**src/hw/rtpd_pkg.sv**
```systemverilog
// Package: register map, field positions and reset values of the clock-control block
package rtpd_pkg;

  // ----------------------------------------------------------------
  // Register word addresses (byte address = index * 4)
  // ----------------------------------------------------------------
  localparam logic [3:0] RTPD_IDX_REF_CTRL   = 4'h0;
  localparam logic [3:0] RTPD_IDX_TRIM       = 4'h1;
  localparam logic [3:0] RTPD_IDX_PERIPH_BUS_CLOCK_DIVISOR      = 4'h2;
  localparam logic [3:0] RTPD_IDX_STATUS     = 4'h3;
  localparam logic [3:0] RTPD_IDX_UNLOCK     = 4'h4;

  // ----------------------------------------------------------------
  // Field positions
  // ----------------------------------------------------------------
  localparam int RTPD_TRIM_LSB      = 23;
  localparam int RTPD_TRIM_W        = 9;
  localparam int RTPD_REFDIV_LSB    = 16;
  localparam int RTPD_REFDIV_W      = 15;
  localparam int RTPD_REF_ON_BIT    = 15;
  localparam int RTPD_DIVSW_BIT     = 9;
  localparam int RTPD_ACTIVE_BIT    = 8;
  localparam int RTPD_PB_ON_BIT     = 15;
  localparam int RTPD_PB_RDY_BIT    = 11;
  localparam int RTPD_PB_DIV_W      = 7;
  localparam int RTPD_ST_UPLL_BIT   = 8;
  localparam int RTPD_ST_SPLL_BIT   = 7;
  localparam int RTPD_ST_LPRC_BIT   = 5;
  localparam int RTPD_ST_SOSC_BIT   = 4;
  localparam int RTPD_ST_POSC_BIT   = 2;
  localparam int RTPD_ST_DSPLL_BIT  = 1;
  localparam int RTPD_ST_FRC_BIT    = 0;

  // ----------------------------------------------------------------
  // Reset values and unlock keys
  // ----------------------------------------------------------------
  localparam logic [RTPD_TRIM_W-1:0]   RTPD_TRIM_RST    = 9'h000;
  localparam logic [RTPD_REFDIV_W-1:0] RTPD_REFDIV_RST  = 15'h0000;
  localparam logic                     RTPD_PB_ON_RST   = 1'b1;
  localparam logic [3:0]               RTPD_PB_HI_RST   = 4'h0;
  localparam logic [31:0]              RTPD_UNLOCK_KEY1 = 32'hAA99_6655;
  localparam logic [31:0]              RTPD_UNLOCK_KEY2 = 32'h5566_99AA;
  // Reference switch completes one system clock after the count reaches this value
  localparam logic [3:0]               RTPD_SWITCH_CYC  = 4'h4;

endpackage : rtpd_pkg

```
**src/hw/rtpd_pb_divider.sv**
```systemverilog
// Peripheral bus clock divider producing a one-cycle enable pulse
`timescale 1ns/1ps
module rtpd_pb_divider (
  // Clock and reset
  input  wire logic       i_clk,
  input  wire logic       i_reset,
  // Control
  input  wire logic       i_enable,
  input  wire logic [6:0] i_divisor,
  input  wire logic       i_load,
  // Status and output
  output logic            o_busy,
  output logic            o_tick
);

  logic [6:0] count_r;
  logic [6:0] div_r;
  logic       busy_r;
  logic       tick_r;
  wire        wrap = (count_r >= div_r);

  // ----------------------------------------------------------------
  // Divider; a new divisor acts at once, busy until the count first meets it
  // ----------------------------------------------------------------
  always_ff @(posedge i_clk) begin
    if (i_reset) begin
      count_r <= 7'h00;
      div_r   <= 7'h00;
      busy_r  <= 1'b0;
      tick_r  <= 1'b0;
    end else begin
      tick_r <= i_enable & wrap;
      if (i_load) begin
        div_r  <= i_divisor;
        busy_r <= 1'b1;
      end else if (wrap) begin
        busy_r <= 1'b0;
      end
      count_r <= wrap ? 7'h00 : count_r + 7'h01;
    end
  end

  assign o_busy = busy_r;
  assign o_tick = tick_r;

endmodule : rtpd_pb_divider

```
**src/hw/rtpd_clock_ctrl.sv**
```systemverilog
// Reference trim, peripheral bus divisor and oscillator status registers
// ----------------------------------------------------------------
// ----------------------------------------------------------------
//
// The register offsets and the Avalon-MM interface to the registers were left to the implementer.
`timescale 1ns/1ps
module rtpd_clock_ctrl
  import rtpd_pkg::*;
(
  // Clock and reset
  input  wire logic        i_clk,
  input  wire logic        i_reset,
  // Avalon-MM slave
  input  wire logic [3:0]  i_avs_address,
  input  wire logic        i_avs_read,
  input  wire logic        i_avs_write,
  input  wire logic [31:0] i_avs_writedata,
  input  wire logic [3:0]  i_avs_byteenable,
  output logic [31:0]      o_avs_readdata,
  output logic             o_avs_waitrequest,
  // Fuse default and oscillator ready pins
  input  wire logic [2:0]  i_fuse_bus_divisor_default,
  input  wire logic        i_ref_clock_active,
  input  wire logic        i_usb_pll_ready,
  input  wire logic        i_sys_pll_ready,
  input  wire logic        i_lowpower_rc_ready,
  input  wire logic        i_secondary_osc_ready,
  input  wire logic        i_primary_osc_ready,
  input  wire logic        i_divided_sys_pll_ready,
  input  wire logic        i_fast_rc_ready,
  // Clock outputs
  output logic             o_peripheral_bus_clock_en,
  output logic [23:0]      o_ref_divisor_effective,
  output logic             o_ref_enable
);

  // ----------------------------------------------------------------
  // Input synchronisers (two flops per asynchronous pin)
  // ----------------------------------------------------------------
  localparam int NSYNC = 11;
  logic [NSYNC-1:0] pin_async;
  logic [NSYNC-1:0] sync1_r;
  logic [NSYNC-1:0] sync2_r;

  assign pin_async = {i_fuse_bus_divisor_default, i_ref_clock_active, i_usb_pll_ready,
                      i_sys_pll_ready, i_lowpower_rc_ready, i_secondary_osc_ready,
                      i_primary_osc_ready, i_divided_sys_pll_ready, i_fast_rc_ready};

  genvar g;
  generate
    for (g = 0; g < NSYNC; g++) begin : g_sync
      // No reset here: the fuse value must already be settled when reset releases
      always_ff @(posedge i_clk) begin
        sync1_r[g] <= pin_async[g];
        sync2_r[g] <= sync1_r[g];
      end
    end
  endgenerate

  wire [2:0] fuse_div_s = sync2_r[10:8];
  wire       active_s   = sync2_r[7];
  wire       upll_s     = sync2_r[6];
  wire       spll_s     = sync2_r[5];
  wire       lprc_s     = sync2_r[4];
  wire       sosc_s     = sync2_r[3];
  wire       posc_s     = sync2_r[2];
  wire       dspll_s    = sync2_r[1];
  wire       frc_s      = sync2_r[0];

  // ----------------------------------------------------------------
  // Registers
  // ----------------------------------------------------------------
  logic [RTPD_REFDIV_W-1:0] ref_divider_value_r;
  logic                     ref_on_r;
  logic                     divider_switch_request_r;
  logic [3:0]               switch_cnt_r;
  logic [RTPD_TRIM_W-1:0]   ref_trim_fraction_r;    // Staged value as written
  logic [RTPD_TRIM_W-1:0]   trim_applied_r;         // Value driving the divider
  logic                     pb_on_r;
  logic [RTPD_PB_DIV_W-1:0] periph_bus_divisor_field_r;
  logic                     unlocked_r;
  logic                     key1_seen_r;
  logic                     fuse_load_r;
  logic                     ack_r;
  logic [31:0]              rdata_r;
  logic [23:0]              ref_eff_r;

  // ----------------------------------------------------------------
  // Bus decode: one wait state, accepted on the cycle ack_r is high
  // ----------------------------------------------------------------
  wire        sel_ref    = (i_avs_address == RTPD_IDX_REF_CTRL);
  wire        sel_trim   = (i_avs_address == RTPD_IDX_TRIM);
  wire        sel_periph_bus_clock_divisor  = (i_avs_address == RTPD_IDX_PERIPH_BUS_CLOCK_DIVISOR);
  wire        sel_status = (i_avs_address == RTPD_IDX_STATUS);
  wire        sel_unlock = (i_avs_address == RTPD_IDX_UNLOCK);
  wire        req        = (i_avs_read | i_avs_write) & ~ack_r;
  wire        wr_go      = i_avs_write & req;
  // Partial writes are dropped whole, so a field is never half updated
  wire        full_word  = (i_avs_byteenable == 4'hF);
  wire        wr_ref     = wr_go & full_word & sel_ref;
  wire        wr_trim    = wr_go & full_word & sel_trim;
  wire        wr_periph_bus_clock_divisor   = wr_go & full_word & sel_periph_bus_clock_divisor;
  wire        wr_unlock  = wr_go & full_word & sel_unlock;
  wire        key1_match = (i_avs_writedata == RTPD_UNLOCK_KEY1);
  wire        key2_match = (i_avs_writedata == RTPD_UNLOCK_KEY2);
  wire [RTPD_TRIM_W-1:0]   trim_wdata   = i_avs_writedata[RTPD_TRIM_LSB +: RTPD_TRIM_W];
  wire [RTPD_PB_DIV_W-1:0] pb_wdata     = i_avs_writedata[RTPD_PB_DIV_W-1:0];
  wire [RTPD_PB_DIV_W-1:0] fuse_divisor = {RTPD_PB_HI_RST, fuse_div_s};
  wire        pb_busy;
  wire        pb_ready   = ~pb_busy & ~fuse_load_r;
  wire        pb_div_ok  = wr_periph_bus_clock_divisor & unlocked_r & pb_ready;
  wire        pb_on_ok   = wr_periph_bus_clock_divisor & unlocked_r;
  wire        sw_req_wr  = wr_ref & i_avs_writedata[RTPD_DIVSW_BIT];
  wire        sw_done    = divider_switch_request_r & (switch_cnt_r == RTPD_SWITCH_CYC);

  logic [31:0] rd_ref;
  logic [31:0] rd_trim;
  logic [31:0] rd_periph_bus_clock_divisor;
  logic [31:0] rd_status;

  // Each word starts from zero so reserved bits can only ever read zero
  always_comb begin
    rd_ref                                   = 32'h0000_0000;
    rd_ref[RTPD_REFDIV_LSB +: RTPD_REFDIV_W] = ref_divider_value_r;
    rd_ref[RTPD_REF_ON_BIT]                  = ref_on_r;
    rd_ref[RTPD_DIVSW_BIT]                   = divider_switch_request_r;
    rd_ref[RTPD_ACTIVE_BIT]                  = active_s;
    rd_trim                                  = 32'h0000_0000;
    rd_trim[RTPD_TRIM_LSB +: RTPD_TRIM_W]    = ref_trim_fraction_r;
    rd_periph_bus_clock_divisor                                 = 32'h0000_0000;
    rd_periph_bus_clock_divisor[RTPD_PB_ON_BIT]                 = pb_on_r;
    rd_periph_bus_clock_divisor[RTPD_PB_RDY_BIT]                = pb_ready;
    rd_periph_bus_clock_divisor[RTPD_PB_DIV_W-1:0]              = periph_bus_divisor_field_r;
    rd_status                                = 32'h0000_0000;
    rd_status[RTPD_ST_UPLL_BIT]              = upll_s;
    rd_status[RTPD_ST_SPLL_BIT]              = spll_s;
    rd_status[RTPD_ST_LPRC_BIT]              = lprc_s;
    rd_status[RTPD_ST_SOSC_BIT]              = sosc_s;
    rd_status[RTPD_ST_POSC_BIT]              = posc_s;
    rd_status[RTPD_ST_DSPLL_BIT]             = dspll_s;
    rd_status[RTPD_ST_FRC_BIT]               = frc_s;
  end

  wire [31:0] rd_mux     = sel_ref    ? rd_ref    :
                           sel_trim   ? rd_trim   :
                           sel_periph_bus_clock_divisor  ? rd_periph_bus_clock_divisor  :
                           sel_status ? rd_status :
                           32'h0000_0000;

  always_ff @(posedge i_clk) begin
    if (i_reset) begin
      ack_r   <= 1'b0;
      rdata_r <= 32'h0000_0000;
    end else begin
      ack_r   <= req;
      rdata_r <= rd_mux;
    end
  end

  // ----------------------------------------------------------------
  // Unlock sequence: two keys back to back, one divisor write allowed
  // ----------------------------------------------------------------
  always_ff @(posedge i_clk) begin
    if (i_reset) begin
      key1_seen_r <= 1'b0;
      unlocked_r  <= 1'b0;
    end else if (wr_unlock) begin
      key1_seen_r <= key1_match;
      unlocked_r  <= key1_seen_r & key2_match;
    end else if (wr_go) begin
      key1_seen_r <= 1'b0;
      unlocked_r  <= 1'b0;
    end
  end

  // ----------------------------------------------------------------
  // Reference control: enable, divider and switch request
  // ----------------------------------------------------------------
  always_ff @(posedge i_clk) begin
    if (i_reset) begin
      ref_on_r                 <= 1'b0;
      ref_divider_value_r      <= RTPD_REFDIV_RST;
      divider_switch_request_r <= 1'b0;
      switch_cnt_r             <= 4'h0;
    end else begin
      if (wr_ref) begin
        ref_on_r            <= i_avs_writedata[RTPD_REF_ON_BIT];
        ref_divider_value_r <= i_avs_writedata[RTPD_REFDIV_LSB +: RTPD_REFDIV_W];
      end
      // A new request wins over completion in the same cycle
      if (sw_req_wr) begin
        divider_switch_request_r <= 1'b1;
        switch_cnt_r             <= 4'h0;
      end else if (sw_done) begin
        divider_switch_request_r <= 1'b0;
      end else if (divider_switch_request_r) begin
        switch_cnt_r <= switch_cnt_r + 4'h1;
      end
    end
  end

  // ----------------------------------------------------------------
  // Trim: staged on write, applied directly when off or at switch end
  // ----------------------------------------------------------------
  always_ff @(posedge i_clk) begin
    if (i_reset) begin
      ref_trim_fraction_r <= RTPD_TRIM_RST;
      trim_applied_r      <= RTPD_TRIM_RST;
    end else begin
      if (wr_trim) begin
        ref_trim_fraction_r <= trim_wdata;
      end
      if (wr_trim & ~ref_on_r) begin
        trim_applied_r <= trim_wdata;
      end else if (sw_done) begin
        trim_applied_r <= ref_trim_fraction_r;
      end
    end
  end

  // Effective divisor in 1/512 units; a zero divider passes the source through
  always_ff @(posedge i_clk) begin
    if (i_reset) begin
      ref_eff_r <= 24'h00_0000;
    end else if (ref_divider_value_r == RTPD_REFDIV_RST) begin
      ref_eff_r <= 24'h00_0000;
    end else begin
      ref_eff_r <= {ref_divider_value_r, trim_applied_r};
    end
  end

  // ----------------------------------------------------------------
  // Peripheral bus divisor; fuse value caught one cycle after reset release
  // ----------------------------------------------------------------
  always_ff @(posedge i_clk) begin
    if (i_reset) begin
      pb_on_r                    <= RTPD_PB_ON_RST;
      periph_bus_divisor_field_r <= 7'h00;
      fuse_load_r                <= 1'b1;
    end else begin
      if (fuse_load_r) begin
        fuse_load_r                <= 1'b0;
        periph_bus_divisor_field_r <= fuse_divisor;
      end else if (pb_div_ok) begin
        periph_bus_divisor_field_r <= pb_wdata;
      end
      if (pb_on_ok) begin
        pb_on_r <= i_avs_writedata[RTPD_PB_ON_BIT];
      end
    end
  end

  wire pb_load = pb_div_ok | fuse_load_r;
  wire pb_tick;
  wire [RTPD_PB_DIV_W-1:0] pb_next_div = fuse_load_r ? fuse_divisor : pb_wdata;
  rtpd_pb_divider u_pb_divider (
    .i_clk     (i_clk),
    .i_reset   (i_reset),
    .i_enable  (pb_on_r),
    .i_divisor (pb_next_div),
    .i_load    (pb_load),
    .o_busy    (pb_busy),
    .o_tick    (pb_tick)
  );

  // ----------------------------------------------------------------
  // Outputs
  // ----------------------------------------------------------------
  logic pb_en_r;
  logic ref_en_r;
  always_ff @(posedge i_clk) begin
    if (i_reset) begin
      pb_en_r  <= 1'b0;
      ref_en_r <= 1'b0;
    end else begin
      pb_en_r  <= pb_tick;
      ref_en_r <= ref_on_r;
    end
  end

  assign o_avs_readdata            = rdata_r;
  assign o_avs_waitrequest         = ~ack_r;
  assign o_peripheral_bus_clock_en = pb_en_r;
  assign o_ref_divisor_effective   = ref_eff_r;
  assign o_ref_enable              = ref_en_r;

endmodule : rtpd_clock_ctrl

```
**config.mk**
```make
export PLATFORM = sky130hd
export DESIGN_NAME = rtpd_clock_ctrl
export DESIGN_NICKNAME = d
export VERILOG_FILES = /design/src/hw/rtpd_pkg.sv /design/src/hw/rtpd_pb_divider.sv /design/src/hw/rtpd_clock_ctrl.sv
export SDC_FILE = /design/constraint.sdc
export NUM_CORES = 1
export LEC_CHECK = 0
export BUFFER_PORTS_ARGS = -buffer_cell sky130_fd_sc_hd__buf_2
export CAP_MARGIN = 20
export CORE_MARGIN = 2
export CORE_UTILIZATION = 55
export DETAILED_ROUTE_END_ITERATION = 7
export GPL_ROUTABILITY_DRIVEN = 0
export HOLD_SLACK_MARGIN = 0.06
export MAX_ROUTING_LAYER = met4
export PLACE_DENSITY = 0.81
export SLEW_MARGIN = 30
export SYNTH_ARGS = -nofsm -noshare
export SYNTH_HDL_FRONTEND = slang
export SYNTH_SLANG_ARGS = --single-unit
```
**constraint.sdc**
```tcl
create_clock -name i_clk -period 2.42 [get_ports i_clk]
set_input_delay 0.242 -clock i_clk [delete_from_list [all_inputs] [get_ports i_clk]]
set_output_delay 0.242 -clock i_clk [all_outputs]
set_load 0.02 [all_outputs]
```
After elaboration in Yosys (flattened, before gate mapping)

Cells that the tools add are included.

Bits of input ports: 55
Output and inout bits: 59
Register bits: 147
Logic and storage cells: 114

Bitwise gates (word level): 23
$add $sub $neg: 2
Equal/unequal tests: 8
Magnitude comparators: 1
Multiplexer cells: 17
Reductions and logical operators: 16

Operators with widths:

| operator                                              | number |
|---|---|
| equality test 32 x 31 -> 1 bit, second input constant | 1 |
| equality test 32 bit, second input constant           | 1 |
| two-way mux 32 bit                                    | 1 |
| two-way mux 31 bit                                    | 1 |
| two-way mux 9 bit                                     | 3 |
| two-way mux 16 bit                                    | 1 |
| AND 1 bit                                             | 15 |
| zero test 15 bit                                      | 1 |
| nonzero test 2 bit                                    | 5 |
| OR reduction 2 bit                                    | 5 |
| equality test 4 x 2 -> 1 bit, second input constant   | 2 |
| equality test 4 x 3 -> 1 bit, second input constant   | 2 |
| two-way mux 1 bit                                     | 8 |
| adder 7 x 1 -> 7 bit, second input constant           | 1 |
| >= comparator 7 bit                                   | 1 |
| two-way mux 7 bit                                     | 1 |
| two-way mux 3 bit                                     | 2 |
| inverter 1 bit                                        | 6 |
| OR reduction 5 bit                                    | 1 |
| adder 4 x 1 -> 4 bit, second input constant           | 1 |
| equality test 4 x 1 -> 1 bit, second input constant   | 1 |
| equality test 4 bit, second input constant            | 1 |
| zero test 4 bit                                       | 1 |
| OR reduction 4 bit                                    | 1 |
| other kinds (3)                                       | 4 |

Logic depth before layout (Yosys ltp)

Gate-level depths: netlist of the first run.

Word-level depth: 9
Mapped depth: 7
Gate-level depth less buffers: 6

Cells and area by module

From an unflattened synthesis of the first run, not the netlist that was laid out.

Cells, all modules: 477
Area, all modules: 5158.7 um^2

Modules (own cells, without submodules):

| module          | seq. area each (um^2) | instances | cells each | area an instance (um^2) |
|---|---|---|---|---|
| rtpd_clock_ctrl | 2542.4                | 1         | 397        | 4414.2 |
| rtpd_pb_divider | 320.3                 | 1         | 80         | 744.5 |

Worst setup path after synthesis of the first run

OpenSTA, ideal clock, no wires.

Path type: reg2reg
From: register ack_r
To: register trim_applied_r[7]
Data required time: 2.283 ns
Library setup time: 0.137 ns
Slack: 0.755 ns
Arrival: 1.528 ns
Buffers on the path: 3
Period minus slack after synthesis: 1.665 ns
Stages on the path, launching flop included: 8
Cell sequence: dfxtp_1 -> nand2b_4 -> buf_6 -> or4_1 -> buf_2 -> buf_6 -> nor2_1 -> a211oi_2

Longest elaborated chain between the ends: 7
Elaborated cells between the ends (all ways): 8
Classes of those cells: mux (1); bitwise (6); reduce/logical (1)

RTL lines:

| element                                                        | line                   | RTL |
|---|---|---|
| start, declared                                                | rtpd_clock_ctrl.sv:84  | `logic ack_r;` |
| start signal, assigned                                         | rtpd_clock_ctrl.sv:155 | `ack_r <= req;` |
| inverter 1 bit (*)                                             | rtpd_clock_ctrl.sv:96  | `wire req = (i_avs_read \| i_avs_write) & ~ack_r;` |
| AND 1 bit (*)                                                  | rtpd_clock_ctrl.sv:96  |  |
| AND 1 bit (*)                                                  | rtpd_clock_ctrl.sv:97  | `wire wr_go = i_avs_write & req;` |
| AND 1 bit (*) (2 in series)                                    | rtpd_clock_ctrl.sv:101 | `wire wr_trim = wr_go & full_word & sel_trim;` |
| AND 1 bit (*)                                                  | rtpd_clock_ctrl.sv:213 | `if (wr_trim & ~ref_on_r) begin` |
| two-way mux 9 bit / nonzero test 2 bit (equally long branches) | n/a                    |  |
| end signal, assigned                                           | rtpd_clock_ctrl.sv:214 | `trim_applied_r <= trim_wdata;` |
| end signal, assigned                                           | rtpd_clock_ctrl.sv:216 | `trim_applied_r <= ref_trim_fraction_r;` |
| end, declared                                                  | rtpd_clock_ctrl.sv:78  | `logic [RTPD_TRIM_W-1:0] trim_applied_r;` |

Mark *: on every way between the ends. The rest lies on a longest branch, timed or not.
A chain may end at the register's enable or synchronous reset.

Worst setup path after layout of the first run

From: input port i_avs_address[1]
To: register trim_applied_r[7]

Longest elaborated chain between the ends: 4
Elaborated cells between the ends (all ways): 5
Classes of those cells: eq/ne (1); mux (1); bitwise (2); reduce/logical (1)

RTL lines:

| element                                                        | line                   | RTL |
|---|---|---|
| start, declared                                                | rtpd_clock_ctrl.sv:14  | `input wire logic [3:0] i_avs_address,` |
| equality test 4 x 1 -> 1 bit (*)                               | rtpd_clock_ctrl.sv:92  | `wire sel_trim = (i_avs_address == RTPD_IDX_TRIM);` |
| AND 1 bit (*)                                                  | rtpd_clock_ctrl.sv:101 |  |
| AND 1 bit (*)                                                  | rtpd_clock_ctrl.sv:213 |  |
| two-way mux 9 bit / nonzero test 2 bit (equally long branches) | n/a                    |  |

Marks and branches as above.

==> summary.txt, run 1 <==
Finish
  – Nets: 677
  – Count of antenna diodes in the layout: 0
  – Filler Cells Inserted: 577
  – Share of cells above drive strength 1: 26.7%
  – Area Overhead vs Synth: 30.9%
  – Area taken by multi-input logic gates: about 0.002 mm^2
  – Register Area: 0.00280 mm^2

Clock network
  – Num Clock Sinks: between 100 and 150
  – Clk Latency, worst-skew pair: approximately 520 ps
  – Count of cells resized by post-cts repair: 0
  – Clock tree from TritonCTS: built
  – Max clock buf depth: 2
  – Setup Buffers After CTS: 0
  – H-tree levels: 4
  – CTS clk-pin slew, worst paths: 60 ps
  – Number of CTS-inserted buffers: 17
  – Root Buffer Master: sky130_fd_sc_hd__clkbuf_8
  – Post-cts hold buffer count: 36

Place
  – Post-DP HPWL: around 8000 um
  – Port buffer count: 109

Logic synthesis
  – Primary flip-flop cell chosen by synthesis mapping: sky130_fd_sc_hd__dfxtp_1
  – Post-synthesis sequential element count: 140
  – Cell type with the largest total area after synthesis: sky130_fd_sc_hd__dfxtp_1
  – Area share of the largest cell type after synthesis: a little under three fifths
  – Instance count of the mapped netlist: 460
  – Post-synthesis sequential area ratio: 55.9%
  – Number of enable-type register cells in the synthesized netlist: 0
  – Post-synthesis area per instance: between 10 and 15 um^2
  – Synth warnings: 0
  – Synth unique cells: 53
  – Synth top area cells: sky130_fd_sc_hd__dfxtp_1 56%, sky130_fd_sc_hd__mux2i_1 8.4%, sky130_fd_sc_hd__nor2_1 3.5%
  – Synthesized cell area: 0.00501 mm^2
  – Async S/R FF share, synth: 0%

Status
  – Status: completed

Min path
  – Hold/Removal Path Class: input port to flip-flop

Worst setup path
  – Maximum fanout count along the critical path: 18
  – Worst Reg-to-Reg Cells: 4
  – Setup slack, reg-to-reg: 370 ps
  – Worst setup path class: input port to flip-flop
  – Critical Path RT: about 2800 ps
  – Capturing point of the worst reg2reg path: trim_applied_r[7]
  – Series of cell instances along the critical path: dlygate4sd3_1, buf_2, nand2b_1, or4_1, nor2_1, a211oi_2
  – Element type at the critical path start: input port
  – Highest cell delay on the worst timing path: 860 ps
  – Slowest CP cell: sky130_fd_sc_hd__or4_1
  – Nature of the critical path endpoint: flip-flop
  – Worst reg2reg path startpoint: ref_on_r
  – Endpoint of the worst setup timing path: trim_applied_r[7]
  – CP Launch Point: i_avs_address[1]
  – Endpoint arrival time on the critical path: between 2000 and 2500 ps

Floorplan
  – Die footprint: 0.00990 mm^2
  – I/O pin cnt: between 100 and 150
  – Starting Density: between 50% and 60%
  – Die H: 99.5 um
  – Row cnt: 34
  – Std-Cell Core Area: 0.00876 mm^2
  – Die W: 99.5 um

Timing
  – F_max: approximately 0.5 GHz
  – Slew at the pin closest to its max-slew limit: 751 ps
  – Number of setup violations in the final report: 0
  – Accumulated negative setup slack: 0 ps
  – Worst clock skew: 10.3 ps
  – Final slew viol count: 0
  – Period minus WS final: 2060 ps
  – Relative max-transition margin: 49.9%
  – Number of failing hold endpoints at the final stage: 0
  – Unrepaired setup endpoints after global routing: false
  – Period Utilization, post-route: between 80 and 90%

Global routing
  – Number of antenna violations at the first check in global routing: 0
  – Pin count of the biggest net entering global routing: 41
  – Overflow left after global routing: 0
  – GRT Resource Usage Total: 25.3%
  – Wire length of the first global-routing pass: between 15000 and 20000 um
  – Number of global-route vias before repair: 3927

Power and ir drop
  – P_int: around 3.9 mW
  – Worst IR drop on VDD: roughly 0.00056 V
  – Proportion of power drawn by the clock network: 48.1%
  – Net switching power of the design: 1.17 mW
  – Overall power of the completed layout: 5.03 mW
  – Static Leakage: between 2 and 3 nW
  – Pwr dens: roughly 770 mW/mm^2
  – Fraction of power spent switching nets: 23.2%
  – Sequential share of power: 46.9%
  – Combinational cell fraction of total power: 5.0%

Drt
  – Wire length per cell: ~16 um
  – Post-route DRC: 0
  – Detailed router's first-iteration violation count: 193
  – Residual antenna-violating net count after detailed routing: 0
  – Number of vias per cell: between 5 and 6
  – TritonRoute pass-1 iters: 4
  – Via count of the routed design: 3970
  – Final wirelength: 11800 um

Flow run
  – Max-cap violation count: 0
-- through the flow --
stage          hold WS [ps]  setup WS, ps  instance area [um^2]  instances  utilization [%]
2_1_floorplan           270           755                  5020        463                -
3_3_place_gp            310           456                  5650        665             64.4
3_5_place_dp            312           411                  5650        665             64.4
4_1_cts                65.6           370                  6570        733             74.9
5_1_grt                70.7           273                  6570        733             74.9
6_report               74.3           363                  6570        733             74.9
-- worst min path at each step --
stage | from | endpoint | depth (start not counted) | slack [ps]
2_1_floorplan | i_reset | fuse_load_r | 0 | 270
3_3_place_gp | sync1_r[10] | fuse_div_s[2] | 0 | 310
3_5_place_dp | sync1_r[1] | dspll_s | 0 | 310
4_1_cts | i_avs_address[2] | key1_seen_r | 3 | 70
5_1_grt | i_avs_writedata[30] | ref_trim_fraction_r[7] | 3 | 70
6_report | i_avs_writedata[13] | unlocked_r | 4 | 70
-- layout make-up --
cell class | instances | area share [%]
clock buffer | 18 | 6.52
clock inverter | 14 | 2.00
inverter | 12 | 0.686
multi-input combinational | 288 | 31.3
sequential | 140 | 42.7
tap | 108 | 2.06
timing repair buffer | 153 | 14.7
-- power by group through the flow --
stage / logic, mW / clock network, mW / registers [mW]
6_report: 0.253 / 2.42 / 2.36
5_1_grt: 0.273 / 2.54 / 2.36
4_1_cts: 0.247 / 2.45 / 2.35
3_5_place_dp: 0.202 / 0 / 2.41
3_3_place_gp: 0.196 / 0 / 2.40
2_1_floorplan: 0.108 / 0 / 2.40
-- cell usage after synthesis, drive strengths merged, types with 4 or more instances --
| cell type | n |
|---|---|
| nand4 | 5 |
| nand2b | 7 |
| nor3 | 10 |
| nand3 | 8 |
| and3 | 4 |
| a22o | 8 |
| nor4bb | 9 |
| nor2 | 48 |
| nor4 | 7 |
| ha | 10 |
| clkbuf | 11 |
| mux2i | 42 |
| xnor2 | 4 |
| inv | 12 |
| a211oi | 13 |
| buf | 12 |
| or4 | 4 |
| and2 | 18 |
| nand2 | 22 |
| nor2b | 18 |
| a21oi | 12 |
| xor2 | 4 |
| dfxtp | 140 |
-- placed cells by master, fill, tap and decap left out, types with 6 or more instances in the layout --
cell,netlist,layout
sky130_fd_sc_hd__dfxtp_1,140,140
sky130_fd_sc_hd__buf_2,2,109
sky130_fd_sc_hd__nor2_1,47,47
sky130_fd_sc_hd__mux2i_1,42,42
sky130_fd_sc_hd__dlygate4sd3_1,0,36
sky130_fd_sc_hd__nand2_1,22,22
sky130_fd_sc_hd__and2_1,18,18
sky130_fd_sc_hd__nor2b_1,18,18
sky130_fd_sc_hd__clkbuf_16,0,16
sky130_fd_sc_hd__inv_1,12,12
sky130_fd_sc_hd__a21oi_1,12,12
sky130_fd_sc_hd__nor3_1,10,10
sky130_fd_sc_hd__a211oi_2,10,10
sky130_fd_sc_hd__ha_1,10,10
sky130_fd_sc_hd__nor4bb_1,9,9
sky130_fd_sc_hd__a22o_1,8,8
sky130_fd_sc_hd__nand3_1,8,8
sky130_fd_sc_hd__buf_4,6,8
sky130_fd_sc_hd__nand2b_1,6,6
sky130_fd_sc_hd__inv_6,0,6
-- worst max-delay path, delay by kind of cell --
family	cells	cell delay (ps)
simple gates	3	1370
compound gates	1	90
buf+inv	2	710
-- registers in the layout (all words and copies together) (netlist names), 3 cells and up --
register                    flops
sync1_r                        11
ref_divider_value_r            15
u_pb_divider.count_r            7
fuse_div_s                      3
ref_trim_fraction_r             9
o_avs_readdata                 28
u_pb_divider.div_r              5
trim_applied_r                  9
switch_cnt_r                    4
periph_bus_divisor_field_r      6
o_ref_divisor_effective        24
-- per-layer routing --
layer / GRT usage [%] / vias up / wire length, um
met2: 45.0 / 138 / 6170
met5: - / - / 0
met4: 8.01 / 0 / 200
met3: 5.97 / 21 / 662
met1: 28.0 / 1906 / 4810
li1: - / 1905 / -
-- kinds of logic after synthesis --
group	count (synthesis)	synth area share (%)
AOI/OAI and AO/OA	46	7.54
xor gates and xnor gates	8	1.40
adders and majority gates	10	2.50
buffers and inverters	35	3.42
DFF	140	55.9
muxes	42	8.39
other	1	0.0748
and+or+nand+nor	178	20.8
Note: power is estimated with default switching activity, not from simulation.
==> inputs of run 2 (changes only) <==
--- a/config.mk
+++ b/config.mk
@@ -8,12 +8,12 @@
 export BUFFER_PORTS_ARGS = -buffer_cell sky130_fd_sc_hd__buf_2
 export CAP_MARGIN = 20
 export CORE_MARGIN = 2
-export CORE_UTILIZATION = 55
+export CORE_UTILIZATION = 53
 export DETAILED_ROUTE_END_ITERATION = 7
 export GPL_ROUTABILITY_DRIVEN = 0
 export HOLD_SLACK_MARGIN = 0.06
 export MAX_ROUTING_LAYER = met4
-export PLACE_DENSITY = 0.81
+export PLACE_DENSITY = 0.79
 export SLEW_MARGIN = 30
 export SYNTH_ARGS = -nofsm -noshare
 export SYNTH_HDL_FRONTEND = slang
==> constraint.sdc (replaced) <==
create_clock -name i_clk -period 2 [get_ports i_clk]
set_input_delay 0.2 -clock i_clk [delete_from_list [all_inputs] [get_ports i_clk]]
set_output_delay 0.2 -clock i_clk [all_outputs]
set_load 0.02 [all_outputs]
==> run 2 against run 1 <==
Cell count increased by 3.4%. First-iteration DRC count decreased by 28%. Critical path type is now flip-flop to flip-flop. Largest power group is now sequential cells. Setup slack got worse by 170 ps. Worst hold slack got worse by 1.7 ps. Largest cell class unchanged. Highest routed layer unchanged.
==> summary.txt, run 2 (synthesis gave the netlist of run 1 again) <==
Floorplan
  – Die footprint: 0.0103 mm^2
  – Starting Density: 54.5%
  – Die H: between 100 and 150 um
  – Row cnt: 35
  – I/O pin cnt: 114
  – Die W: a little over 100 um
  – Std-Cell Core Area: approximately 0.0092 mm^2

Drt
  – Final wirelength: about 12000 um
  – Residual antenna-violating net count after detailed routing: 0
  – Post-route DRC: 0
  – Via count of the routed design: 4042
  – TritonRoute pass-1 iters: 4
  – Detailed router's first-iteration violation count: 138
  – Number of vias per cell: 5.33
  – Wire length per cell: 16.0 um

Timing
  – Slew at the pin closest to its max-slew limit: 738 ps
  – F_max: 0.552 GHz
  – Final slew viol count: 0
  – Period Utilization, post-route: 90.6%
  – Number of setup violations in the final report: 0
  – Relative max-transition margin: between 50% and 60%
  – Accumulated negative setup slack: 0 ps
  – Worst clock skew: 6.43 ps
  – Number of failing hold endpoints at the final stage: 0
  – Period minus WS final: 1810 ps
  – Unrepaired setup endpoints after global routing: false

Min path
  – Hold/Removal Path Class: input port to flip-flop

Finish
  – Area Overhead vs Synth: 34.1%
  – Filler Cells Inserted: 610
  – Most common cell after layout, fill and taps aside: sky130_fd_sc_hd__dfxtp_1
  – Core Util, Final: between 70 and 80%
  – Share of cells above drive strength 1: 27.6%
  – Nets: 697
  – Flip-flop count of the largest register, all copies and words added: 28
  – Most frequent cells in the layout: 140 x sky130_fd_sc_hd__dfxtp_1, 109 x sky130_fd_sc_hd__buf_2, 47 x sky130_fd_sc_hd__nor2_1

Clock network
  – Num Clock Sinks: 140
  – Clk Latency, worst-skew pair: 520 ps
  – Number of CTS-inserted buffers: 17
  – CTS clk-pin slew, worst paths: around 60 ps
  – Count of cells resized by post-cts repair: 0
  – Root Buffer Master: sky130_fd_sc_hd__clkbuf_8
  – Max clock buf depth: 2
  – Clock tree from TritonCTS: built
  – H-tree levels: 4

Worst setup path
  – Worst Reg-to-Reg Cells: 6
  – Element type at the critical path start: flip-flop
  – Capturing point of the worst reg2reg path: ref_trim_fraction_r[4]
  – Worst reg2reg path startpoint: ack_r
  – Worst setup path class: flip-flop to flip-flop
  – Endpoint arrival time on the critical path: 2220 ps
  – Endpoint of the worst setup timing path: ref_trim_fraction_r[4]
  – Setup slack, reg-to-reg: 190 ps
  – Critical Path RT: 2410 ps
  – Maximum fanout count along the critical path: 5
  – CP Launch Point: ack_r
  – Nature of the critical path endpoint: flip-flop

Status
  – Status: completed

Place
  – Port buffer count: 109
  – Post-DP HPWL: 7840 um

Global routing
  – Number of antenna violations at the first check in global routing: 2
  – Pin count of the biggest net entering global routing: 37
  – Overflow left after global routing: 0
  – GRT Resource Usage Total: 25.3%
  – Number of global-route vias before repair: 4034
  – Wire length of the first global-routing pass: 19300 um

Power and ir drop
  – Static Leakage: a little under 3 nW
  – Overall power of the completed layout: 6.01 mW
  – Worst IR drop on VDD: 0.000588 V
  – Pwr dens: 894 mW/mm^2

Flow run
  – Max-cap violation count: 0
-- run 2: worst min-delay path by stage --
stage               slack [ps]                  to                          start  depth (start not counted)
floorplan                  230         fuse_load_r                        i_reset                          0
global placement           300          sync1_r[9]  i_fuse_bus_divisor_default[1]                          1
detailed placement         300          sync1_r[2]            i_primary_osc_ready                          1
CTS                         60  o_avs_readdata[11]               i_avs_address[0]                          3
global route                90  o_avs_readdata[11]               i_avs_address[0]                          3
finish                      70         key1_seen_r            i_avs_writedata[13]                          4
-- run 2: timing repair --
item | 4_1_cts | 5_1_grt
hold endpoints to repair | 60 | 0
buffers inserted | 0 | 6
endpoints found under the setup margin | 0 | 1
hold buffers | 45 | 0
-- run 2: per-layer routing --
| metal | global-route usage [%] | wire length (um) |
|---|---|---|
| met4 | 9.88 | 203 |
| met3 | 5.52 | 760 |
| met2 | 42.3 | 6100 |
| met1 | 29.7 | 5030 |
| met5 | - | 0 |
-- run 2: area by class of cell --
type / count / area (um^2) / share of cell area (%)
well taps: 111 / 139 / 2.07
clock inverters: 14 / 109 / 1.62
repair buffers: 173 / 1140 / 16.9
inverters: 12 / 45.0 / 0.670
flip-flops and latches: 140 / 2800 / 41.7
clock buffers: 18 / 428 / 6.36
multi-input cells: 288 / 2060 / 30.6
diodes: 2 / 5.00 / 0.0744
-- run 2: critical path: stages (launching register included) --
cell and delay (ps):
sky130_fd_sc_hd__dfxtp_1 330, sky130_fd_sc_hd__nand2b_4 170, sky130_fd_sc_hd__nor4_2 240, sky130_fd_sc_hd__buf_4 190, sky130_fd_sc_hd__mux2i_1 180, sky130_fd_sc_hd__nor2_1 50
sky130_fd_sc_hd__dlygate4sd3_1 550
-- run 2: where the power goes --
group	total, mW	leakage (nW)	internal [mW]	switching (mW)
combinational	0.326	1.52	0.156	0.169
sequential	2.85	1.14	2.83	0.0180
clock	2.84	0.257	1.58	1.26
total	6.01	2.91	4.56	1.45
-- run 2: metrics by stage --
| step | hold WS (ps) | cell area, um^2 | worst slack (ps) | instances |
|---|---|---|---|---|
| 6_report | 72.6 | 6720 | 188 | 758 |
| 5_1_grt | 85.4 | 6720 | 74.0 | 758 |
| 4_1_cts | 60.2 | 6670 | 22.4 | 750 |
| 3_5_place_dp | 304 | 5690 | 265 | 673 |
| 3_3_place_gp | 303 | 5690 | 276 | 673 |
| 2_1_floorplan | 228 | 5020 | 335 | 463 |
==> inputs of run 3 (changes only) <==
--- a/config.mk
+++ b/config.mk
@@ -8,12 +8,12 @@
 export BUFFER_PORTS_ARGS = -buffer_cell sky130_fd_sc_hd__buf_2
 export CAP_MARGIN = 20
 export CORE_MARGIN = 2
-export CORE_UTILIZATION = 53
+export CORE_UTILIZATION = 55
 export DETAILED_ROUTE_END_ITERATION = 7
 export GPL_ROUTABILITY_DRIVEN = 0
 export HOLD_SLACK_MARGIN = 0.06
 export MAX_ROUTING_LAYER = met4
-export PLACE_DENSITY = 0.79
+export PLACE_DENSITY = 0.81
 export SLEW_MARGIN = 30
 export SYNTH_ARGS = -nofsm -noshare
 export SYNTH_HDL_FRONTEND = slang
==> constraint.sdc (replaced) <==
create_clock -name i_clk -period 2.25 [get_ports i_clk]
set_input_delay 0.225 -clock i_clk [delete_from_list [all_inputs] [get_ports i_clk]]
set_output_delay 0.225 -clock i_clk [all_outputs]
set_load 0.02 [all_outputs]
==> run 3 against run 2 <==
Critical path depth up 1. Non-clock buffer count shrank 11. Wire length up 1.5%. Die area shrank 3.5%. Highest routed layer unchanged. Global-route usage rose by 1.2 points.
==> summary.txt, run 3 (synthesis gave the netlist of run 1 again) <==
Clock network
  – Max clock buf depth: 2
  – Num Clock Sinks: 140
  – Root Buffer Master: sky130_fd_sc_hd__clkbuf_8
  – Clk Latency, worst-skew pair: 520 ps
  – CTS clk-pin slew, worst paths: ~70 ps
  – H-tree levels: 4
  – Number of CTS-inserted buffers: 17
  – Setup Buffers After CTS: 0
  – Clock tree from TritonCTS: built

Timing
  – Period Utilization, post-route: a little over nine tenths
  – Relative max-transition margin: 54.0%
  – Number of failing hold endpoints at the final stage: 0
  – Final worst hold slack: 92.0 ps
  – F_max: 0.462 GHz
  – Worst clock skew: 7.83 ps
  – Period minus WS final: 2160 ps
  – Final slew viol count: 0
  – Accumulated negative setup slack: 0 ps
  – Slew at the pin closest to its max-slew limit: roughly 700 ps
  – Number of setup violations in the final report: 0

Drt
  – Via count of the routed design: 4051
  – TritonRoute pass-1 iters: 6
  – Detailed router's first-iteration violation count: 153
  – Final wirelength: between 10000 and 15000 um
  – Routed wl met2: 6330 um
  – Metal1 wirelength: around 5000 um
  – Post-route DRC: 0
  – Highest signal layer in the routed design: met4
  – Residual antenna-violating net count after detailed routing: 0
  – Wire length per cell: 16.5 um
  – Detailed-routed wire length on met3: 777 um
  – Number of vias per cell: 5.46

Min path
  – Hold/Removal Path Class: input port to flip-flop
  – Hold wc startpoint: i_avs_address[0]
  – Hold worst-path end: o_avs_readdata[7]
  – Worst hold stages: 3

Worst setup path
  – Worst Reg-to-Reg Cells: 6
  – Setup slack, reg-to-reg: between 400 and 500 ps
  – Element type at the critical path start: input port
  – Critical Path Most Common Cell: sky130_fd_sc_hd__dlygate4sd3_1
  – Endpoint arrival time on the critical path: 2600 ps
  – Slowest CP cell: sky130_fd_sc_hd__dlygate4sd3_1
  – Worst setup path class: input port to flip-flop
  – Critical Path RT: 2690 ps
  – Worst reg2reg path startpoint: u_pb_divider.div_r[5]
  – Highest cell delay on the worst timing path: 590 ps
  – Nature of the critical path endpoint: flip-flop
  – Series of cell instances along the critical path: dlygate4sd3_1, buf_2, nor4bb_2, dlygate4sd3_1, nand3_1, dlygate4sd3_1, o31ai_2
  – Capturing point of the worst reg2reg path: u_pb_divider.o_tick
  – Maximum fanout count along the critical path: 2

Floorplan
  – Die H: 99.5 um
  – Die footprint: 0.00990 mm^2
  – Std-Cell Core Area: 0.00876 mm^2
  – Die W: between 90 and 100 um
  – I/O pin cnt: 114
  – Row cnt: 34
  – Starting Density: a little under three fifths

Finish
  – Area taken by multi-input logic gates: roughly 0.0021 mm^2
  – Filler Cells Inserted: 574
  – Area Overhead vs Synth: 32.9%
  – Most common cell after layout, fill and taps aside: sky130_fd_sc_hd__dfxtp_1
  – Most frequent cells in the layout: 140 x sky130_fd_sc_hd__dfxtp_1, 109 x sky130_fd_sc_hd__buf_2, 47 x sky130_fd_sc_hd__nor2_1
  – Core Util, Final: 76.0%
  – Register Area: 0.00280 mm^2
  – Share of cells above drive strength 1: 26.8%
  – Count of antenna diodes in the layout: 0
  – Nets: 686
  – Flip-flop count of the largest register, all copies and words added: 28

Status
  – Status: completed

Global routing
  – Wire length of the first global-routing pass: 19900 um
  – Number of antenna violations at the first check in global routing: 0
  – Number of global-route vias before repair: 4115
  – Pin count of the biggest net entering global routing: 38
  – Overflow left after global routing: 0
  – GRT Resource Usage Total: 26.5%

Flow run
  – Max-cap violation count: 0

Power and ir drop
  – Overall power of the completed layout: 5.39 mW
  – Pwr dens: 808 mW/mm^2
  – Worst IR drop on VDD: 0.000460 V
  – Static Leakage: approximately 2.9 nW

Place
  – Post-DP HPWL: 7920 um
  – Port buffer count: 109
==> run 3: worst max-delay path by stage <==
stage / start / to / cells after the start
finish: i_avs_writedata[10] / unlocked_r / 7
global route: i_avs_writedata[10] / unlocked_r / 7
detailed placement: u_pb_divider.div_r[5] / u_pb_divider.o_tick / 6
global placement: i_avs_writedata[6] / unlocked_r / 5
floorplan: ack_r / trim_applied_r[7] / 7
CTS: i_avs_writedata[10] / unlocked_r / 7
==> run 3: critical path: cells and delay by family <==
family	cells	cell delay [ps]
simple gates	2	340
compound gates	1	170
buf+inv	4	1860
==> run 3: report_power, final <==
part | internal (mW) | switching [mW] | total, mW
logic | 0.132 | 0.152 | 0.284
clock network | 1.42 | 1.14 | 2.57
registers | 2.52 | 0.0184 | 2.53
==> run 3: timing repair <==
item / CTS / global route
gates resized for setup: 0 / 2
endpoints found under the hold margin: 60 / 0
setup endpoints to repair: 0 / 1
hold buffers: 44 / 0
==> run 3: cell type report <==
cell class              instances  share of cell area (%)
flip-flops and latches        140                    42.1
multi-input cells             288                    31.0
repair buffers                162                    15.8
clock buffers                  18                    6.42
well taps                     108                    2.03
clock inverters                14                    1.93
inverters                      12                   0.676
==> run 3: layer usage <==
| layer | up-vias | global-route usage [%] |
|---|---|---|
| met5 | - | - |
| met1 | 1924 | 29.7 |
| met4 | 0 | 10.4 |
| li1 | 1927 | - |
| met2 | 169 | 45.8 |
| met3 | 31 | 6.18 |
==> run 3: through the flow <==
| stage | area [um^2] | instances | setup slack [ps] |
|---|---|---|---|
| after detailed placement | 5650 | 666 | 417 |
| after global placement | 5650 | 666 | 470 |
| after floorplan | 5020 | 463 | 585 |
| final | 6660 | 742 | 87.5 |
| after global routing | 6660 | 742 | -15.2 |
| after CTS | 6650 | 742 | 124 |
